## config.mk

```make
export PLATFORM = sky130hd
export DESIGN_NAME = qwrc_top
export DESIGN_NICKNAME = d
export VERILOG_FILES = /design/src/logic/qwrc_sync.v /design/src/logic/qwrc_tap.v /design/src/logic/qwrc_top.v
export VERILOG_INCLUDE_DIRS = /design/src /design/src/logic
export SDC_FILE = /design/constraint.sdc
export NUM_CORES = 1
export LEC_CHECK = 0
export ABC_AREA = 1
export BUFFER_PORTS_ARGS = -buffer_cell sky130_fd_sc_hd__buf_2
export CAP_MARGIN = 20
export CORE_ASPECT_RATIO = 1.4
export CORE_MARGIN = 1.5
export CORE_UTILIZATION = 56
export DETAILED_ROUTE_END_ITERATION = 10
export PLACE_DENSITY = 0.74
export SYNTH_ARGS = -nofsm -noshare
export SYNTH_HDL_FRONTEND = slang
export SYNTH_SLANG_ARGS = --single-unit
```

## constraint.sdc

```tcl
create_clock -name mclk -period 6.2 [get_ports mclk]
set_clock_uncertainty 0.2 [all_clocks]
set_input_delay 0.62 -clock mclk [delete_from_list [all_inputs] [get_ports mclk]]
set_output_delay 0.62 -clock mclk [all_outputs]
set_load 0.01 [all_outputs]
```

## src/logic/qwrc_map.vh

```
// Register map, field positions, reset values and timing for the quad wiper control
`ifndef QWRC_MAP_VH
`define QWRC_MAP_VH

`define QW_ADDR_WIPER_LAST 8'h03
`define QW_ADDR_GP_FIRST 8'h04
`define QW_ADDR_GP_LAST 8'h06
`define QW_ADDR_RESERVED 8'h07
`define QW_ADDR_ACCESS 8'h08

`define QW_ACR_VOL_BIT 7
`define QW_ACR_PDC_BIT 6
`define QW_ACR_WIP_BIT 5

`define QW_ACR_VOL_RESET 1'b0
`define QW_ACR_PDC_RESET 1'b1
`define QW_WIPER_RESET 7'h40
`define QW_NV_DEFAULT 8'h40

`define QW_ID_PREFIX 4'hA

`define QW_MCLK_MHZ 50
`define QW_NV_WRITE_US 20000
`define QW_RECALL_CYCLES 16
`define QW_MBB_CYCLES 2

`endif

```

## src/logic/qwrc_sync.v

```verilog
// Two-flop synchroniser for a group of pin inputs
`default_nettype none
module qwrc_sync #(
    parameter WIDTH = 1
) (
    input wire mclk,
    input wire rst,
    input wire [WIDTH-1:0] async_in,
    output reg [WIDTH-1:0] sync_out
);
    reg [WIDTH-1:0] meta_r;

    always @(posedge mclk)
    begin
        if (rst)
        begin
            meta_r <= {WIDTH{1'b1}};
            sync_out <= {WIDTH{1'b1}};
        end
        else
        begin
            meta_r <= async_in;
            sync_out <= meta_r;
        end
    end
endmodule
`default_nettype wire

```

## src/logic/qwrc_tap.v

```verilog
// Make-before-break tap switch sequencer for one resistor channel
`include "qwrc_map.vh"
`default_nettype none
module qwrc_tap #(
    parameter MBB_CYCLES = `QW_MBB_CYCLES
) (
    input wire mclk,
    input wire rst,
    input wire [6:0] target,
    output reg [6:0] tap_main_r,
    output reg [6:0] tap_aux_r,
    output reg aux_on_r
);
    reg [7:0] hold_cnt_r;

    always @(posedge mclk)
    begin
        if (rst)
        begin
            tap_main_r <= `QW_WIPER_RESET;
            tap_aux_r <= `QW_WIPER_RESET;
            aux_on_r <= 1'b0;
            hold_cnt_r <= 8'h00;
        end
        else if (!aux_on_r)
        begin
            if (target != tap_main_r)
            begin
                // New switch closes while the old one is still closed
                tap_aux_r <= target;
                aux_on_r <= 1'b1;
                hold_cnt_r <= 8'h00;
            end
        end
        else if (hold_cnt_r == MBB_CYCLES - 1)
        begin
            // Old switch opens only after the overlap
            tap_main_r <= tap_aux_r;
            aux_on_r <= 1'b0;
        end
        else
        begin
            hold_cnt_r <= hold_cnt_r + 8'h01;
        end
    end
endmodule
`default_nettype wire

```

## src/logic/qwrc_top.v

```verilog
// Serial slave, register bank, recall and shutdown control of the quad wiper block
//
// How it works
// - Wiper register holds 7-bit tap code, 00h low end, 7Fh high end.
// - Shutdown opens high-to-low path and ties each wiper to its low terminal.
// - Wiper registers are kept through shutdown, so taps return afterwards.
// - Normal operation only when shutdown pin high and control bit 6 set.
// - Serial interface and all registers stay usable during shutdown.
// - Data sampled on rising serial clock, changed after falling edge.
// - Address-select inputs form low three bits of slave address.
// - Respond only when received address bits match the select inputs.
// - On a tap change, close new switch before opening the old one.
// - At power-up all wiper registers start at 40h.
// - Once memory is readable, copy initial values into wiper registers.
// - Map: 0-3 wiper pairs, 4-6 general storage, 7 reserved, 8 access control.
// - Bit 7 picks non-volatile (0) or volatile-only (1) target; default 0.
// - Writing an initial value register also loads its wiper register.
// - Shutdown control bit defaults to 1; writing 0 shuts all channels.
// - Bit 5 is read-only, set while a non-volatile write runs.
// - While that flag is set, wiper and access control writes are rejected.
// - Pointer increments per data byte, wrapping from 08h to 00h.
// - Non-volatile write starts after STOP and lasts up to 20ms; storage here takes the data at once, only the busy flag follows STOP.
`include "qwrc_map.vh"
`default_nettype none
module qwrc_top #(
    parameter NV_WRITE_CYCLES = `QW_NV_WRITE_US * `QW_MCLK_MHZ,
    parameter RECALL_CYCLES = `QW_RECALL_CYCLES,
    parameter MBB_CYCLES = `QW_MBB_CYCLES
) (
    input wire mclk,
    input wire rst,
    input wire scl_in,
    input wire sda_in,
    output reg sda_out,
    output reg sda_oe_n,
    input wire [2:0] address_select_inputs,
    input wire power_down_n,
    output wire [27:0] tap_main,
    output wire [27:0] tap_aux,
    output wire [3:0] tap_aux_on,
    output reg [3:0] path_open,
    output reg [3:0] wiper_to_low
);
    localparam [4:0] S_IDLE = 5'b00001;
    localparam [4:0] S_RX = 5'b00010;
    localparam [4:0] S_ACK = 5'b00100;
    localparam [4:0] S_TX = 5'b01000;
    localparam [4:0] S_MACK = 5'b10000;

    wire [5:0] pins_s;
    wire scl_s;
    wire sda_s;
    wire pdn_n_s;
    wire [2:0] asel_s;

    reg scl_d_r;
    reg sda_d_r;
    reg [4:0] state_r;
    reg [3:0] bit_cnt_r;
    reg [1:0] byte_cnt_r;
    reg rd_mode_r;
    reg [7:0] rx_r;
    reg [7:0] tx_r;
    reg [7:0] ptr_r;
    reg acr_vol_r;
    reg acr_pdc_r;
    reg wip_r;
    reg nv_dirty_r;
    reg [20:0] nv_cnt_r;
    reg recall_done_r;
    reg [7:0] recall_cnt_r;
    reg [7:0] nv_r [0:6];
    reg [6:0] wiper_r [0:3];
    reg [7:0] rd_data;
    reg [7:0] ptr_nxt;
    integer i;
    integer j;

    qwrc_sync #(
        .WIDTH(6)
    ) u_sync (
        .mclk(mclk),
        .rst(rst),
        .async_in({scl_in, sda_in, power_down_n, address_select_inputs}),
        .sync_out(pins_s)
    );

    assign scl_s = pins_s[5];
    assign sda_s = pins_s[4];
    assign pdn_n_s = pins_s[3];
    assign asel_s = pins_s[2:0];

    wire scl_rise = scl_s & ~scl_d_r;
    wire scl_fall = ~scl_s & scl_d_r;
    wire bus_start = scl_s & scl_d_r & sda_d_r & ~sda_s;
    wire bus_stop = scl_s & scl_d_r & ~sda_d_r & sda_s;
    wire id_match = (rx_r[7:1] == {`QW_ID_PREFIX, asel_s});

    genvar g;
    generate
        for (g = 0; g < 4; g = g + 1)
        begin : gen_chan
            qwrc_tap #(
                .MBB_CYCLES(MBB_CYCLES)
            ) u_tap (
                .mclk(mclk),
                .rst(rst),
                .target(wiper_r[g]),
                .tap_main_r(tap_main[7*g+6:7*g]),
                .tap_aux_r(tap_aux[7*g+6:7*g]),
                .aux_on_r(tap_aux_on[g])
            );
        end
    endgenerate

    // Non-volatile contents survive the power-on reset
    initial
    begin
        for (j = 0; j < 7; j = j + 1)
        begin
            nv_r[j] = `QW_NV_DEFAULT;
        end
    end

    always @*
    begin
        rd_data = 8'h00;
        if (ptr_r <= `QW_ADDR_WIPER_LAST)
        begin
            if (acr_vol_r)
                rd_data = {1'b0, wiper_r[ptr_r[1:0]]};
            else
                rd_data = nv_r[ptr_r[2:0]];
        end
        else if (ptr_r <= `QW_ADDR_GP_LAST)
        begin
            if (!acr_vol_r)
                rd_data = nv_r[ptr_r[2:0]];
        end
        else if (ptr_r == `QW_ADDR_ACCESS)
        begin
            rd_data[`QW_ACR_VOL_BIT] = acr_vol_r;
            rd_data[`QW_ACR_PDC_BIT] = acr_pdc_r;
            rd_data[`QW_ACR_WIP_BIT] = wip_r;
        end
        ptr_nxt = (ptr_r >= `QW_ADDR_ACCESS) ? 8'h00 : ptr_r + 8'h01;
    end

    // Non-volatile writes land at once; only the busy window follows STOP
    always @(posedge mclk)
    begin
        if (rst)
        begin
            scl_d_r <= 1'b1;
            sda_d_r <= 1'b1;
            state_r <= S_IDLE;
            bit_cnt_r <= 4'h0;
            byte_cnt_r <= 2'd0;
            rd_mode_r <= 1'b0;
            rx_r <= 8'h00;
            tx_r <= 8'h00;
            ptr_r <= 8'h00;
            acr_vol_r <= `QW_ACR_VOL_RESET;
            acr_pdc_r <= `QW_ACR_PDC_RESET;
            wip_r <= 1'b0;
            nv_dirty_r <= 1'b0;
            nv_cnt_r <= 21'd0;
            recall_done_r <= 1'b0;
            recall_cnt_r <= 8'h00;
            sda_out <= 1'b0;
            sda_oe_n <= 1'b1;
            for (i = 0; i < 4; i = i + 1)
            begin
                wiper_r[i] <= `QW_WIPER_RESET;
            end
        end
        else
        begin
            scl_d_r <= scl_s;
            sda_d_r <= sda_s;
            if (!recall_done_r)
            begin
                if (recall_cnt_r == RECALL_CYCLES - 1)
                begin
                    for (i = 0; i < 4; i = i + 1)
                    begin
                        wiper_r[i] <= nv_r[i][6:0];
                    end
                    recall_done_r <= 1'b1;
                end
                else
                    recall_cnt_r <= recall_cnt_r + 8'h01;
            end
            if (wip_r)
            begin
                if (nv_cnt_r == NV_WRITE_CYCLES - 1)
                    wip_r <= 1'b0;
                else
                    nv_cnt_r <= nv_cnt_r + 21'd1;
            end
            // START is ignored until the recall has finished
            if (!recall_done_r)
            begin
                state_r <= S_IDLE;
                sda_oe_n <= 1'b1;
            end
            else if (bus_start)
            begin
                state_r <= S_RX;
                bit_cnt_r <= 4'h0;
                byte_cnt_r <= 2'd0;
                sda_oe_n <= 1'b1;
            end
            else if (bus_stop)
            begin
                state_r <= S_IDLE;
                sda_oe_n <= 1'b1;
                if (nv_dirty_r)
                begin
                    wip_r <= 1'b1;
                    nv_cnt_r <= 21'd0;
                    nv_dirty_r <= 1'b0;
                end
            end
            else
            begin
                case (state_r)
                    S_RX:
                    begin
                        if (scl_rise && bit_cnt_r != 4'h8)
                        begin
                            rx_r <= {rx_r[6:0], sda_s};
                            bit_cnt_r <= bit_cnt_r + 4'h1;
                        end
                        else if (scl_fall && bit_cnt_r == 4'h8)
                        begin
                            bit_cnt_r <= 4'h0;
                            if (byte_cnt_r != 2'd2)
                                byte_cnt_r <= byte_cnt_r + 2'd1;
                            state_r <= S_ACK;
                            sda_oe_n <= 1'b0;
                            if (byte_cnt_r == 2'd0)
                            begin
                                rd_mode_r <= rx_r[0];
                                if (!id_match)
                                begin
                                    state_r <= S_IDLE;
                                    sda_oe_n <= 1'b1;
                                end
                            end
                            else if (byte_cnt_r == 2'd1)
                                ptr_r <= rx_r;
                            else
                            begin
                                ptr_r <= ptr_nxt;
                                // Writes accepted in shutdown as well
                                if (ptr_r <= `QW_ADDR_WIPER_LAST && !wip_r)
                                begin
                                    wiper_r[ptr_r[1:0]] <= rx_r[6:0];
                                    if (!acr_vol_r)
                                    begin
                                        nv_r[ptr_r[2:0]] <= rx_r;
                                        nv_dirty_r <= 1'b1;
                                    end
                                end
                                else if (ptr_r >= `QW_ADDR_GP_FIRST
                                    && ptr_r <= `QW_ADDR_GP_LAST && !acr_vol_r && !wip_r)
                                begin
                                    nv_r[ptr_r[2:0]] <= rx_r;
                                    nv_dirty_r <= 1'b1;
                                end
                                else if (ptr_r == `QW_ADDR_ACCESS && !wip_r)
                                begin
                                    acr_vol_r <= rx_r[`QW_ACR_VOL_BIT];
                                    acr_pdc_r <= rx_r[`QW_ACR_PDC_BIT];
                                end
                            end
                        end
                    end
                    S_ACK, S_MACK:
                    begin
                        if (state_r == S_MACK && scl_rise && sda_s)
                            state_r <= S_IDLE;
                        else if (scl_fall && rd_mode_r)
                        begin
                            tx_r <= rd_data;
                            sda_oe_n <= rd_data[7];
                            ptr_r <= ptr_nxt;
                            bit_cnt_r <= 4'h1;
                            state_r <= S_TX;
                        end
                        else if (scl_fall)
                        begin
                            sda_oe_n <= 1'b1;
                            bit_cnt_r <= 4'h0;
                            state_r <= S_RX;
                        end
                    end
                    S_TX:
                    begin
                        if (scl_fall && bit_cnt_r == 4'h8)
                        begin
                            sda_oe_n <= 1'b1;
                            state_r <= S_MACK;
                        end
                        else if (scl_fall)
                        begin
                            tx_r <= {tx_r[6:0], 1'b0};
                            sda_oe_n <= tx_r[6];
                            bit_cnt_r <= bit_cnt_r + 4'h1;
                        end
                    end
                    default:
                        sda_oe_n <= 1'b1;
                endcase
            end
        end
    end

    // Shutdown leaves wiper registers alone, so taps come back unchanged
    always @(posedge mclk)
    begin
        if (rst)
        begin
            path_open <= 4'h0;
            wiper_to_low <= 4'h0;
        end
        else
        begin
            path_open <= {4{~(pdn_n_s & acr_pdc_r)}};
            wiper_to_low <= {4{~(pdn_n_s & acr_pdc_r)}};
        end
    end
endmodule
`default_nettype wire

```

Yosys cells after proc, flatten, opt, wreduce, memory -nomap -nowiden
Memory sizes are Yosys's and may differ from the RTL's. A register that Yosys moved wholly into a read port is not among the register bits.
Cells that the tools add are included.

storage, ports and cells
  input bits = 8
  memories = 2
  memory bits (writable) = 84
  latch bits = 0
  output and inout bits = 70
  register bits = 177
  bits in read-only memories = 0

memory list
  memory   words  width  rd ports  clocked after memory_dff  wr ports  RTL line       source
  nv_r     7      8      5         1                         1         qwrc_top.v:72  reg [7:0] nv_r [0:6];
  wiper_r  4      7      5         1                         4         qwrc_top.v:73  reg [6:0] wiper_r [0:3];

operators by class
  reductions and logical operators = 56
  multipliers = 0
  muxes and demuxes = 155
  bitwise logic cells = 31
  div/mod/pow operators = 0
  shift operators = 0
  add/sub/neg operators = 9
  eq/ne operators = 50
  $lt $le $gt $ge = 4

operators by type and width
  operator               number
  $mux 8                 23
  $mux 21                6
  $mux 1                 79
  $mux 7                 9
  $add 8x1->8 const B    6
  $mux 4                 9
  $ne 2x2->1 const B     18
  $mux 5                 7
  $eq 8x1->1 const B     4
  $ne 4x4->1 const B     7
  $ne 7x7->1             4
  $reduce_and 2->1       13
  $mux 2                 11
  $reduce_bool 2->1      11
  $add 21x1->21 const B  1
  $eq 21x20->1 const B   1
  $reduce_and 5->1       4
  $mux 3                 6
  $ne 3x3->1 const B     6
  $not 1->1              18
  $reduce_and 9->1       2
  $eq 8x4->1 const B     2
  $pmux 8 s2             1
  $reduce_and 8->1       2
  32 further kinds       55

Depth between registers and ports, before layout
Gate-level depths: netlist (run 1).

  word-level depth = 17
  depth in mapped cells = 13
  gate-level depth less buffers = 12

By module
Synthesis (run 1) repeated with hierarchy kept, for this count alone.

second synthesis, totals
  cells, all modules = 1781
  area, all modules = 13392.8 µm²

by module, submodules not included
  module     cells each  seq. area each (µm²)  times used  area an instance (µm²)
  qwrc_top   1031        4284.1                1           8328.0
  qwrc_tap   178         460.4                 4           1179.9
  qwrc_sync  38          240.2                 1           345.3

Least setup slack after synthesis (run 1)
Ideal clock, no wire load.

  path kind = reg-to-reg
  from = register byte_cnt_r[0]
  to = memory nv_r[0][0] (enable)
  library setup time = 0.370 ns
  path slack = 3.669 ns
  stages on the path, launching flop included = 10
  data arrival time = 1.960 ns
  data required time = 5.630 ns
  cell sequence = dfxtp_1 -> inv_1 -> ha_1 -> nor3_1 -> nand2_4 -> nor2_8 -> nand3_2 -> o31ai_2 -> nand3_2 -> nor2_1

on the way
  cells in the longest elaborated chain, start to end = 12
  elaborated cells on any way between the ends = 23
  classes of those cells = 1 x eq/ne; 20 x mux; 1 x bitwise; 1 x reduce/logical

RTL lines
  what                              RTL line                        source
  start: declaration                qwrc_top.v:60                   reg [1:0] byte_cnt_r;
  start signal: assignment          qwrc_top.v:239                  byte_cnt_r <= byte_cnt_r + 2'd1;
  $eq 2x1->1                        qwrc_top.v:251                  else if (byte_cnt_r == 2'd1)
  $mux 1                            qwrc_top.v:251
  $mux 1                            qwrc_top.v:242                  if (byte_cnt_r == 2'd0)
  $mux 1                            qwrc_top.v:235                  else if (scl_fall && bit_cnt_r == 4'h8)
  $mux 1                            qwrc_top.v:230                  if (scl_rise && bit_cnt_r != 4'h8)
  $mux 1                            qwrc_top.v:227                  case (state_r)
  $mux 1                            qwrc_top.v:214                  else if (bus_stop)
  $mux 1                            qwrc_top.v:207                  else if (bus_start)
  $mux 1                            qwrc_top.v:202                  if (!recall_done_r)
  $mux 1                            qwrc_top.v:152                  if (rst)
  $mux 1, on equally long branches  qwrc_top.v:262, qwrc_top.v:269
  $or 1x1->1 (no source line) (*)   --
  end: declaration                  qwrc_top.v:72

Mark *: on every way between the ends. The rest lies on a longest branch, timed or not.

Worst setup path after layout (run 1)
  from = register byte_cnt_r[0]
  to = memory nv_r[4][2] (enable)

Same word-level chain as after synthesis.

==> out/metrics.csv, run 1 <==
stage;metric;value;unit
status;status;complete, no violations;
clocking;cts_setup_buffers;0;
sta;hold_viol;0;
synthesis;ys_types;48;
sta;min_period;2930;ps
synthesis;synth_edf_count;92;
clocking;cts_root_buf;clkbuf_16;
die;fp-row-count;66;
setup_path;worst_ep_required_time;6170;ps
setup_path;cp-start-kind;flop;
sta;tightest_slew;1070;ps
clocking;cts_buffers;28;
synthesis;yosysMostFrequentCell;nand2_1;
clocking;post_cts_resized;0;
grt;grt_use_total;26.1;%
pwr;seq_power_share;48.7;%
placement;port_buffers;76;
placement;gp_congestion;0.923;
synthesis;ys.flop_type;dfxtp_1;
drt;drt-total-wl;32.1;mm
drt;drt_iter0_drc;832;
drt;vias;11200;
synthesis;synth_top_area_share;27.4;%
synthesis;synth_area;13100;sq um
pwr;p_int;3.07;mW
clocking;cts-htree-levels;1;
setup_path;crit_start;byte_cnt_r[0]$_SDFFE_PP0P_;
die;start_util;56.8;%
die;io_pins;78;
grt;grt_start_max_net_pins;98;
setup_path;reg2reg_setup_slack;3270;ps
synthesis;synthCells;1662;
grt;antenna_found_initial;0;
worst_hold_path;min_path_type;in -> reg;
grt;grt_use_met2;49.2;%
sta;slew_headroom;28.1;%
sta;period_share;47.3;%
clocking;cts.path.max_buffers;3;
clocking;clock-sinks;272;
pwr;p_leak;6.23;nW
grt;grt_pass1_wl;51.7;mm
synthesis;synth.yosys.seq_area_share;48.5;%
final_layout;diodes;0;
final_layout;final_nets;1741;
pwr;clkPwrFrac;44.8;%
synthesis;async_reset_ff_share;0;%
die;core;23100;sq um
synthesis;synth.area.top_cells;dfxtp_1, edfxtp_1, nand2_1, nor2_1, nand3_1;
sta;hold_ws;61.7;ps
setup_path;critPathMaxFanout;8;
job;max_cap_viol_count;0;
die;die-area;24400;sq um
pwr;vdd_ir_drop_max;0.000225;V
setup_path;r2r-start;byte_cnt_r[0]$_SDFFE_PP0P_;
pwr;p_switching;933;uW
synthesis;ys_ff_latch;272;
pwr;combinationalPowerShare;6.5;%
drt;viasPerCell;5.50;
grt;gr-max-usage-layer;met2;
sta;max_freq;0.341;GHz
sta;setup_viol_count_final;0;
grt;grt_use_met3;2.97;%
pwr;cellPowerDensity;273;nW/um^2
sta;slew_violations;0;
synthesis;syn_avg_cell_area;7.90;sq um
clocking;hold_buffers;0;
drt;drc;0;
clocking;path_clk_slew;60;ps
grt;grt_pass1_vias;10500;
final_layout;drive_above_1_share;12.7;%
grt;grtUsageMet1;29.1;%
drt;drtPass1Iterations;7;
die;die_x;132;um
worst_hold_path;worstHoldStart;sda_in;
synthesis;yosys.area.top_type;dfxtp_1;
pwr;switching_share;23.3;%
setup_path;endpoint_kind;flop;
synthesis;synth_warnings;0;
clocking;tritoncts;done;
setup_path;reg2reg_to;nv_r[4][2]$_DFFE_PP_;
placement;dp_hpwl;22.7;mm
final_layout;fillCellCount;2075;
drt;post_drt_wl_per_cell;15.7;um
worst_hold_path;holdPathStages;2;
sta;rsz0062_at_grt;no;
worst_hold_path;whs_endpoint;u_sync.meta_r[4]$_SDFF_PP1_;
grt;grt_overflow;0;
sta;finalSetupTns;0;ps
setup_path;path_class;reg -> reg;
die;die_h;184;um
synthesis;synthTopCellsByCount;nand2_1, nor2_1, dfxtp_1, inv_1, nand3_1;
setup_path;r2r_cells;9;
setup_path;critical_path_arrival;2900;ps
clocking;worstSkewPairLatency;540;ps
drt;ant_nets;0;
final_layout;syn_to_final_growth;11.7;%
[stage by stage]
step / std cells / setup slack, ps / utilization [%] / instance area (sq um) / total power, mW
after floorplan: 1670 / 3670 / - / 13200 / 2.16
after global placement: 1989 / 2990 / 59.0 / 13600 / 2.24
after detailed placement: 1989 / 2970 / 59.0 / 13600 / 2.25
after CTS: 2041 / 3230 / 63.3 / 14600 / 4.02
after global routing: 2042 / 3080 / 63.5 / 14700 / 4.15
final: 2042 / 3270 / 63.5 / 14700 / 4.00
[logic make-up (layout without fill, tap and decap cells)]
kind of cell             Yosys count  count (layout)  share of synthesized area (%)
XOR/XNOR                          46              46                           3.07
AO/OA/AOI/OAI                    251             251                           10.3
other                              1               9                         0.0285
AND/OR/NAND/NOR                  844             844                           29.2
flip-flops                       272             272                           48.5
adder cells (fa/ha/maj)           19              19                           1.81
buffers and inverters            229             295                           7.16
[sequential cells by signal, summed over array words and instances (netlist names), 4 cells and up, named ones only]
register,count
bit_cnt_r,4
gen_chan.u_tap.aux_on_r,4
gen_chan.u_tap.hold_cnt_r,32
gen_chan.u_tap.tap_aux_r,28
gen_chan.u_tap.tap_main_r,28
nv_cnt_r,21
nv_r,64
ptr_r,8
recall_cnt_r,8
rx_r,8
state_r,5
tx_r,7
u_sync.meta_r,6
u_sync.sync_out,6
wiper_r,28
[power groups by stage]
| stage | clock network, mW | logic, mW | registers (mW) |
|---|---|---|---|
| after floorplan | 0 | 0.177 | 1.99 |
| after global placement | 0 | 0.254 | 1.99 |
| after detailed placement | 0 | 0.260 | 1.99 |
| after CTS | 1.81 | 0.263 | 1.95 |
| after global routing | 1.89 | 0.298 | 1.96 |
| final | 1.79 | 0.260 | 1.95 |
[layout make-up]
| class | instances | area, sq um | share of cell area (%) |
|---|---|---|---|
| Clock buffer | 41 | 893 | 6.09 |
| Clock inverter | 11 | 123 | 0.836 |
| Inverter | 161 | 604 | 4.12 |
| Multi-Input combinational cell | 1169 | 5860 | 39.9 |
| Sequential cell | 272 | 6370 | 43.4 |
| Tap cell | 306 | 383 | 2.61 |
| Timing Repair Buffer | 82 | 443 | 3.02 |
[worst max-delay path, cell delays in order (launching register included)]
cell and delay, ps:
dfxtp_1 350, inv_1 80, ha_1 250, nor3_1 350, nand2_4 130, nor2_8 220
nand3_2 90, o31ai_2 110, nand3_2 180, nor2_1 590
[worst max-delay path by stage]
stage | end | slack, ps | cells after the start
floorplan | nv_r[0][0]$_DFFE_PP_ | 3670 | 9
global placement | nv_cnt_r[1]$_SDFF_PP0_ | 2990 | 8
detailed placement | nv_cnt_r[8]$_SDFF_PP0_ | 2970 | 6
CTS | nv_r[4][2]$_DFFE_PP_ | 3230 | 9
global route | nv_r[6][6]$_DFFE_PP_ | 3080 | 9
finish | nv_r[4][2]$_DFFE_PP_ | 3270 | 9
[routing by layer]
| metal | vias up | share of wire [%] |
|---|---|---|
| met5 | - | 0 |
| met4 | 0 | 4.9 |
| met3 | 100 | 5.1 |
| met2 | 369 | 51 |
| met1 | 5205 | 39 |
| li1 | 5567 | - |
[cell usage in the layout, fill, tap and decap left out, types with 3 or more instances in the layout]
cell type and instances:
a211oi_1 5, a21oi_1 83, buf_2 76, buf_4 5, clkbuf_16 32, clkbuf_8 8, clkinv_2 4, conb_1 9
dfxtp_1 180, edfxtp_1 92, ha_1 19, inv_1 150, inv_2 10, nand2_1 296, nand2_2 8, nand3_1 137
nand3_2 10, nand3_4 4, nand4_1 22, nor2_1 278, nor2_2 6, nor2_8 3, nor3_1 25, nor4_1 8
o211ai_1 7, o21ai_0 107, o21ai_1 9, o21bai_1 4, o22ai_1 30, or2_2 34, xnor2_1 24, xor2_1 22
Note: power is estimated with default switching activity, not from simulation.
==> run 2: changes to the inputs <==
ABC_AREA = 0   (was 1)
clock period = 3 ns   (was 6.2 ns; I/O delays follow)
==> out/metrics.csv, run 2 <==
stage;metric;value;unit;change
drt;drt-total-wl;27.6;mm;was 32.1 mm
setup_path;cp_top_family;simple AND/OR/NAND/NOR gates;;unchanged
placement;dp_hpwl;19.6;mm;was 22.7 mm
placement;port_buffers;76;;unchanged
pwr;vdd_ir_drop_max;0.000486;V;was 0.000225 V
drt;ant_nets;0;;unchanged
grt;grt_overflow;0;;unchanged
synthesis;ys_ff_latch;272;;unchanged
pwr;switching_share;21.0;%;was 23.3%
sta;hold_ws;207;ps;was 61.7 ps
drt;drc;0;;unchanged
synthesis;yosys.area.top_type;dfxtp_1;;unchanged
drt;viasPerCell;5.83;;was 5.50
setup_path;critPathMaxFanout;8;;unchanged
setup_path;cp_num_buf_inv;2;;was 1
sta;max_freq;0.353;GHz;was 0.341 GHz
final_layout;syn_to_final_growth;13.6;%;was 11.7%
sta;rsz0062_at_grt;no;;unchanged
final_layout;utilization;64.4;%;was 63.5%
final_layout;diodes;0;;unchanged
clocking;worstSkewPairLatency;520;ps;was 540 ps
sta;tightest_slew;765;ps;was 1070 ps
grt;grt_start_max_net_pins;69;;was 98
pwr;clkPwrFrac;43.9;%;was 44.8%
clocking;cts-htree-levels;1;;unchanged
drt;drt_iter0_drc;483;;was 832
clocking;cts_setup_buffers;0;;unchanged
placement;place_area;13000;sq um;was 13,600 sq um
die;die_x;128;um;was 132 um
synthesis;async_reset_ff_share;0;%;unchanged
synthesis;ys_types;76;;was 48
clocking;cts.path.max_buffers;3;;unchanged
final_layout;final_common_cell;dfxtp_1;;was nand2_1
pwr;combinationalPowerShare;4.3;%;was 6.5%
clocking;tritoncts;done;;unchanged
synthesis;synth_area;12300;sq um;was 13,100 sq um
pwr;seq_power_share;51.8;%;was 48.7%
sta;hold_viol;0;;unchanged
job;max_cap_viol_count;0;;unchanged
setup_path;slowest_delay;560;ps;was 590 ps
setup_path;crit_chain;inv_1 > ha_1 > and3b_1 > nand3_1 > nor4_1 > nand4_1 > nor3_1 > buf_4;;was inv_1 > ha_1 > nor3_1 > nand2_4 > nor2_8 > nand3_2 > o31ai_2 > nand3_2 > nor2_1
synthesis;synthCells;1141;;was 1,662
setup_path;worst_path_max_delay_cell;nor4_1;;was nor2_1
final_layout;fillCellCount;1712;;was 2,075
clocking;cts_root_buf;clkbuf_16;;unchanged
sta;setup_viol_count_final;0;;unchanged
worst_hold_path;min_path_type;reg -> reg;;was in -> reg
die;die_h;178;um;was 184 um
grt;grt_pass1_wl;44.5;mm;was 51.7 mm
sta;slew_headroom;49.0;%;was 28.1%
final_layout;regArea;6370;sq um;unchanged
drt;vias;9002;;was 11,200
setup_path;critical_path_arrival;2860;ps;was 2900 ps
die;io_pins;78;;unchanged
grt;grt_pass1_vias;8848;;was 10,500
placement;place_worst_setup_slack;279;ps;was 2970 ps
final_layout;largest_register_ffs;64;;unchanged
synthesis;synth.yosys.seq_area_share;51.8;%;was 48.5%
synthesis;synth_top_area_share;29.3;%;was 27.4%
synthesis;synthTopCellsByCount;dfxtp_1, nor2_1, edfxtp_1, nand2_1, mux2i_1;;was nand2_1, nor2_1, dfxtp_1, inv_1, nand3_1
final_layout;fin_area;14000;sq um;was 14,700 sq um
sta;period_share;94.3;%;was 47.3%
synthesis;synth_edf_count;92;;unchanged
setup_path;path_class;reg -> reg;;unchanged
synthesis;yosysMostFrequentCell;dfxtp_1;;was nand2_1
grt;grt_use_total;24.5;%;was 26.1%
die;start_util;56.6;%;was 56.8%
clocking;clock-sinks;272;;unchanged
die;die-area;22900;sq um;was 24,400 sq um
die;core;21700;sq um;was 23,100 sq um
pwr;cellPowerDensity;543;nW/um^2;was 273 nW/um^2
synthesis;ys.flop_type;dfxtp_1;;unchanged
status;status;complete, no violations;;unchanged
sta;min_period;2830;ps;was 2930 ps
final_layout;final_nets;1253;;was 1,741
final_layout;drive_above_1_share;17.7;%;was 12.7%
synthesis;synth.area.top_cells;dfxtp_1, edfxtp_1, mux2i_1, mux4_2, nor2_1;;was dfxtp_1, edfxtp_1, nand2_1, nor2_1, nand3_1
synthesis;synth_warnings;0;;unchanged
pwr;p_switching;1.59;mW;was 933 uW
final_layout;multi_input_area;5530;sq um;was 5860 sq um
pwr;p_int;5.98;mW;was 3.07 mW
pwr;p_leak;5.23;nW;was 6.23 nW
clocking;path_clk_slew;60;ps;about the same
sta;slew_violations;0;;unchanged
sta;worst_slack;170;ps;was 3270 ps
drt;drtPass1Iterations;4;;was 7
clocking;post_cts_resized;0;;unchanged
drt;post_drt_wl_per_cell;17.9;um;was 15.7 um
final_layout;final_cell_mix;dfxtp_1, nor2_1, edfxtp_1, buf_2, nand2_1;;was nand2_1, nor2_1, dfxtp_1, inv_1, nand3_1
setup_path;endpoint_kind;flop;;unchanged
synthesis;syn_avg_cell_area;10.8;sq um;was 7.90 sq um
sta;finalSetupTns;0;ps;unchanged
clocking;cts_buffers;27;;was 28
die;fp-row-count;64;;was 66
placement;gp_congestion;0.896;;was 0.923
setup_path;cp-start-kind;flop;;unchanged
grt;antenna_found_initial;0;;unchanged
setup_path;worst_ep_required_time;3030;ps;was 6170 ps
==> run 2: changes by cell type in the layout (fill, tap and decap cells not counted), sizes merged, moves of 21 or more <==
cell	delta
nand2	-232
nor2	-169
inv	-138
nand3	-118
o21ai	-85
mux2i	+73
a21oi	-37
buf	+32
o22ai	-26
a22o	+25
mux4	+23
o31ai	+21
==> run 2: cells by family after synthesis <==
kind of cell               after synthesis  synth area share [%]
other                                    1                0.0305
buffers and inverters                   96                  3.54
and+or+nand+nor                        396                  16.8
muxes                                   96                  10.2
adders and majority gates               19                  1.93
DFF                                    272                  51.8
AOI/OAI and AO/OA                      194                  11.0
xor gates and xnor gates                67                  4.77
==> run 2: worst reg2reg max path, delay by kind of cell, from the launching register on <==
family	cells	cell delay [ps]
adders and majority gates	1	160
buffers and inverters	2	280
DFF	1	350
and+or+nand+nor	5	1560
==> run 2: area by class of cell <==
cell class                 instances  area share [%]
inverter                          24           0.645
clock inverter                    11           0.959
timing repair buffer             120            5.23
sequential                       272            45.6
clock buffer                      38            5.35
tap                              297            2.66
multi-input combinational        781            39.6
==> run 2: metrics by stage <==
stage | instances | power (mW)
finish | 1543 | 7.58
global route | 1543 | 7.84
CTS | 1543 | 7.66
detailed placement | 1487 | 4.32
global placement | 1487 | 4.32
floorplan | 1149 | 4.23
==> run 2: power groups by stage <==
stage	Clock [mW]	Combinational, mW	Sequential, mW
floorplan	0	0.243	3.99
global placement	0	0.313	4.00
detailed placement	0	0.318	4.00
CTS	3.41	0.327	3.92
global route	3.55	0.361	3.93
finish	3.33	0.325	3.92
==> run 2: what timing repair did <==
action,in CTS,in global routing
setup endpoints to repair,0,0
hold buffers,7,0
hold endpoints to repair,7,0
==> run 2: metal layers <==
layer	global-route usage, %	vias up	part of all wire (%)
met5	0	-	0
li1	-	4337	-
met3	3.27	84	4.6
met1	28.3	4310	40
met4	12.3	0	4.8
met2	44.4	271	51
==> run 2: final timing paths <==
kind                                             startpoint                            end  slack (ps)  cells after the start
worst max-delay path              bit_cnt_r[0]$_SDFFE_PP0P_           nv_r[1][7]$_DFFE_PP_         170                      8
worst min-delay path            u_sync.meta_r[5]$_SDFF_PP1_  u_sync.sync_out[5]$_SDFF_PP1_         210                      1
worst max register to register    bit_cnt_r[0]$_SDFFE_PP0P_           nv_r[1][7]$_DFFE_PP_         170                      8
worst min register to register  u_sync.meta_r[5]$_SDFF_PP1_  u_sync.sync_out[5]$_SDFF_PP1_         210                      1
==> run 3: changes to the inputs <==
PLACE_DENSITY = 0.83   (was 0.74)
REMOVE_ABC_BUFFERS = 1   (was not set)
==> out/metrics.csv, run 3 (same netlist as run 2, synthesis figures left out) <==
stage;metric;value;unit;change
setup_path;critical_path_arrival;2810;ps;was 2860 ps
final_layout;final_common_cell;dfxtp_1;;unchanged
setup_path;slowest_delay;600;ps;was 560 ps
pwr;seq_power_share;50.1;%;was 51.8%
sta;period_share;93.6;%;was 94.3%
sta;max_freq;0.356;GHz;was 0.353 GHz
pwr;vdd_ir_drop_max;0.000398;V;was 0.000486 V
clocking;cts.path.max_buffers;3;;unchanged
drt;drtPass1Iterations;9;;was 4
clocking;path_clk_slew;60;ps;about the same
grt;grt_use_total;25.2;%;was 24.5%
grt;grt_overflow;0;;unchanged
setup_path;critPathMaxFanout;8;;unchanged
setup_path;crit_chain;or4_4 > or3_4 > nor4_4 > nand2_1 > nand2_1;;was inv_1 > ha_1 > and3b_1 > nand3_1 > nor4_1 > nand4_1 > nor3_1 > buf_4
worst_hold_path;min_path_type;reg -> reg;;unchanged
clocking;hold_buffers;7;;unchanged
pwr;p_leak;5.27;nW;was 5.23 nW
sta;hold_ws;204;ps;was 207 ps
clocking;tritoncts;done;;unchanged
clocking;worstSkewPairLatency;530;ps;was 520 ps
final_layout;final_cells;1539;;was 1,543
clocking;clock-sinks;272;;unchanged
final_layout;final_nets;1249;;was 1,253
sta;hold_viol;0;;unchanged
sta;min_period;2810;ps;was 2830 ps
pwr;p_int;6.18;mW;was 5.98 mW
grt;grt_pass1_vias;8823;;was 8,848
die;die_x;128;um;unchanged
sta;setup_viol_count_final;0;;unchanged
sta;finalSetupTns;0;ps;unchanged
status;violations;design-rule violations;;
setup_path;cp_top_family;simple AND/OR/NAND/NOR gates;;unchanged
pwr;combinationalPowerShare;4.2;%;was 4.3%
setup_path;cp_num_buf_inv;0;;was 2
status;status;finished with violations;;was complete, no violations
sta;slew_headroom;37.3;%;was 49.0%
final_layout;diodes;0;;unchanged
drt;drt-total-wl;29.1;mm;was 27.6 mm
placement;gp_congestion;0.941;;was 0.896
clocking;cts-htree-levels;1;;unchanged
clocking;post_cts_resized;0;;unchanged
drt;ant_nets;0;;unchanged
sta;rsz0062_at_grt;no;;unchanged
clocking;cts_buffers;26;;was 27
pwr;switching_share;21.1;%;was 21.0%
drt;post_drt_wl_per_cell;18.9;um;was 17.9 um
setup_path;endpoint_kind;flop;;unchanged
drt;vias;9220;;was 9,002
sta;worst_slack;193;ps;was 170 ps
placement;port_buffers;76;;unchanged
drt;viasPerCell;5.99;;was 5.83
final_layout;syn_to_final_growth;14.1;%;was 13.6%
drt;drc;1;;was 0
final_layout;drive_above_1_share;17.8;%;was 17.7%
job;max_cap_viol_count;0;;unchanged
die;io_pins;78;;unchanged
pwr;cellPowerDensity;558;nW/um^2;was 543 nW/um^2
clocking;cts_setup_buffers;0;;unchanged
pwr;p_switching;1.65;mW;was 1.59 mW
setup_path;worst_ep_required_time;3000;ps;was 3030 ps
die;core;21700;sq um;unchanged
grt;grt_start_max_net_pins;64;;was 69
setup_path;path_class;reg -> reg;;unchanged
final_layout;final_cell_mix;dfxtp_1, nor2_1, edfxtp_1, buf_2, nand2_1;;unchanged
sta;tightest_slew;939;ps;was 765 ps
grt;antenna_found_initial;0;;unchanged
die;die_h;178;um;unchanged
setup_path;worst_path_max_delay_cell;nor4_4;;was nor4_1
die;fp-row-count;64;;unchanged
clocking;cts_root_buf;clkbuf_16;;unchanged
placement;dp_cells;1484;;was 1,487
sta;slew_violations;0;;unchanged
drt;drt_iter0_drc;752;;was 483
pwr;totalPowerFinal;7.83;mW;was 7.58 mW
die;die-area;22900;sq um;unchanged
placement;place_worst_setup_slack;275;ps;was 279 ps
placement;dp_hpwl;20.1;mm;was 19.6 mm
setup_path;cp-start-kind;flop;;unchanged
final_layout;largest_register_ffs;64;;unchanged
die;start_util;56.6;%;unchanged
final_layout;fillCellCount;1611;;was 1,712
grt;grt_pass1_wl;45.4;mm;was 44.5 mm
pwr;clkPwrFrac;45.7;%;was 43.9%
setup_path;cp_common_cell;nand2_1;;
[run 3: cell types whose count changed in the layout (fill, tap and decap cells not counted), sizes merged]
cell and change:
buf -3, bufinv +1, clkinv -3, inv +3, clkbuf -2
[run 3: final cells by class]
cell class,count,area (sq um),share of cell area (%)
clock inverters,12,164,1.17
flip-flops and latches,272,6370,45.4
well taps,297,372,2.65
clock buffers,36,792,5.64
multi-input cells,781,5530,39.4
repair buffers,117,721,5.14
inverters,24,90.1,0.642
[run 3: worst paths after layout]
check,startpoint,endpoint,slack (ps),cells after the start
worst min-delay path,u_sync.sync_out[3]$_SDFF_PP1_,wiper_to_low[0]$_SDFF_PP0_,200,1
worst max-delay path,ptr_r[4]$_SDFFE_PP0P_,wiper_r[2][2]$_DFFE_PP_,190,5
worst max register to register,ptr_r[4]$_SDFFE_PP0P_,wiper_r[2][2]$_DFFE_PP_,190,5
worst min register to register,u_sync.sync_out[3]$_SDFF_PP1_,wiper_to_low[0]$_SDFF_PP0_,200,1
[run 3: power by group through the flow]
| stage | clock (mW) | combinational [mW] | sequential [mW] |
|---|---|---|---|
| floorplan | 0 | 0.194 | 4.00 |
| global placement | 0 | 0.307 | 4.00 |
| detailed placement | 0 | 0.314 | 4.01 |
| CTS | 3.63 | 0.325 | 3.92 |
| global route | 3.77 | 0.356 | 3.93 |
| finish | 3.58 | 0.326 | 3.93 |
[run 3: per-stage QoR]
stage | util [%] | cell area [sq um]
floorplan | - | 12000
global placement | 59.9 | 13000
detailed placement | 59.9 | 13000
CTS | 64.7 | 14000
global route | 64.7 | 14000
finish | 64.7 | 14000
[run 3: layer usage]
metal  share of wire (%)  global-route usage, %  vias up  wire, um
met1                  37                   28.0     4379     10900
li1                    -                      -     4329         -
met2                  51                   45.2      382     14700
met4                 6.1                   15.2        0      1770
met5                   0                      0        -         0
met3                 5.9                   3.99      130      1710
[run 3: worst reg2reg max path: stages, from the launching register on]
cell and delay (ps):
dfxtp_1 330, or4_4 570, or3_4 370, nor4_4 600
nand2_1 160, nand2_1 260
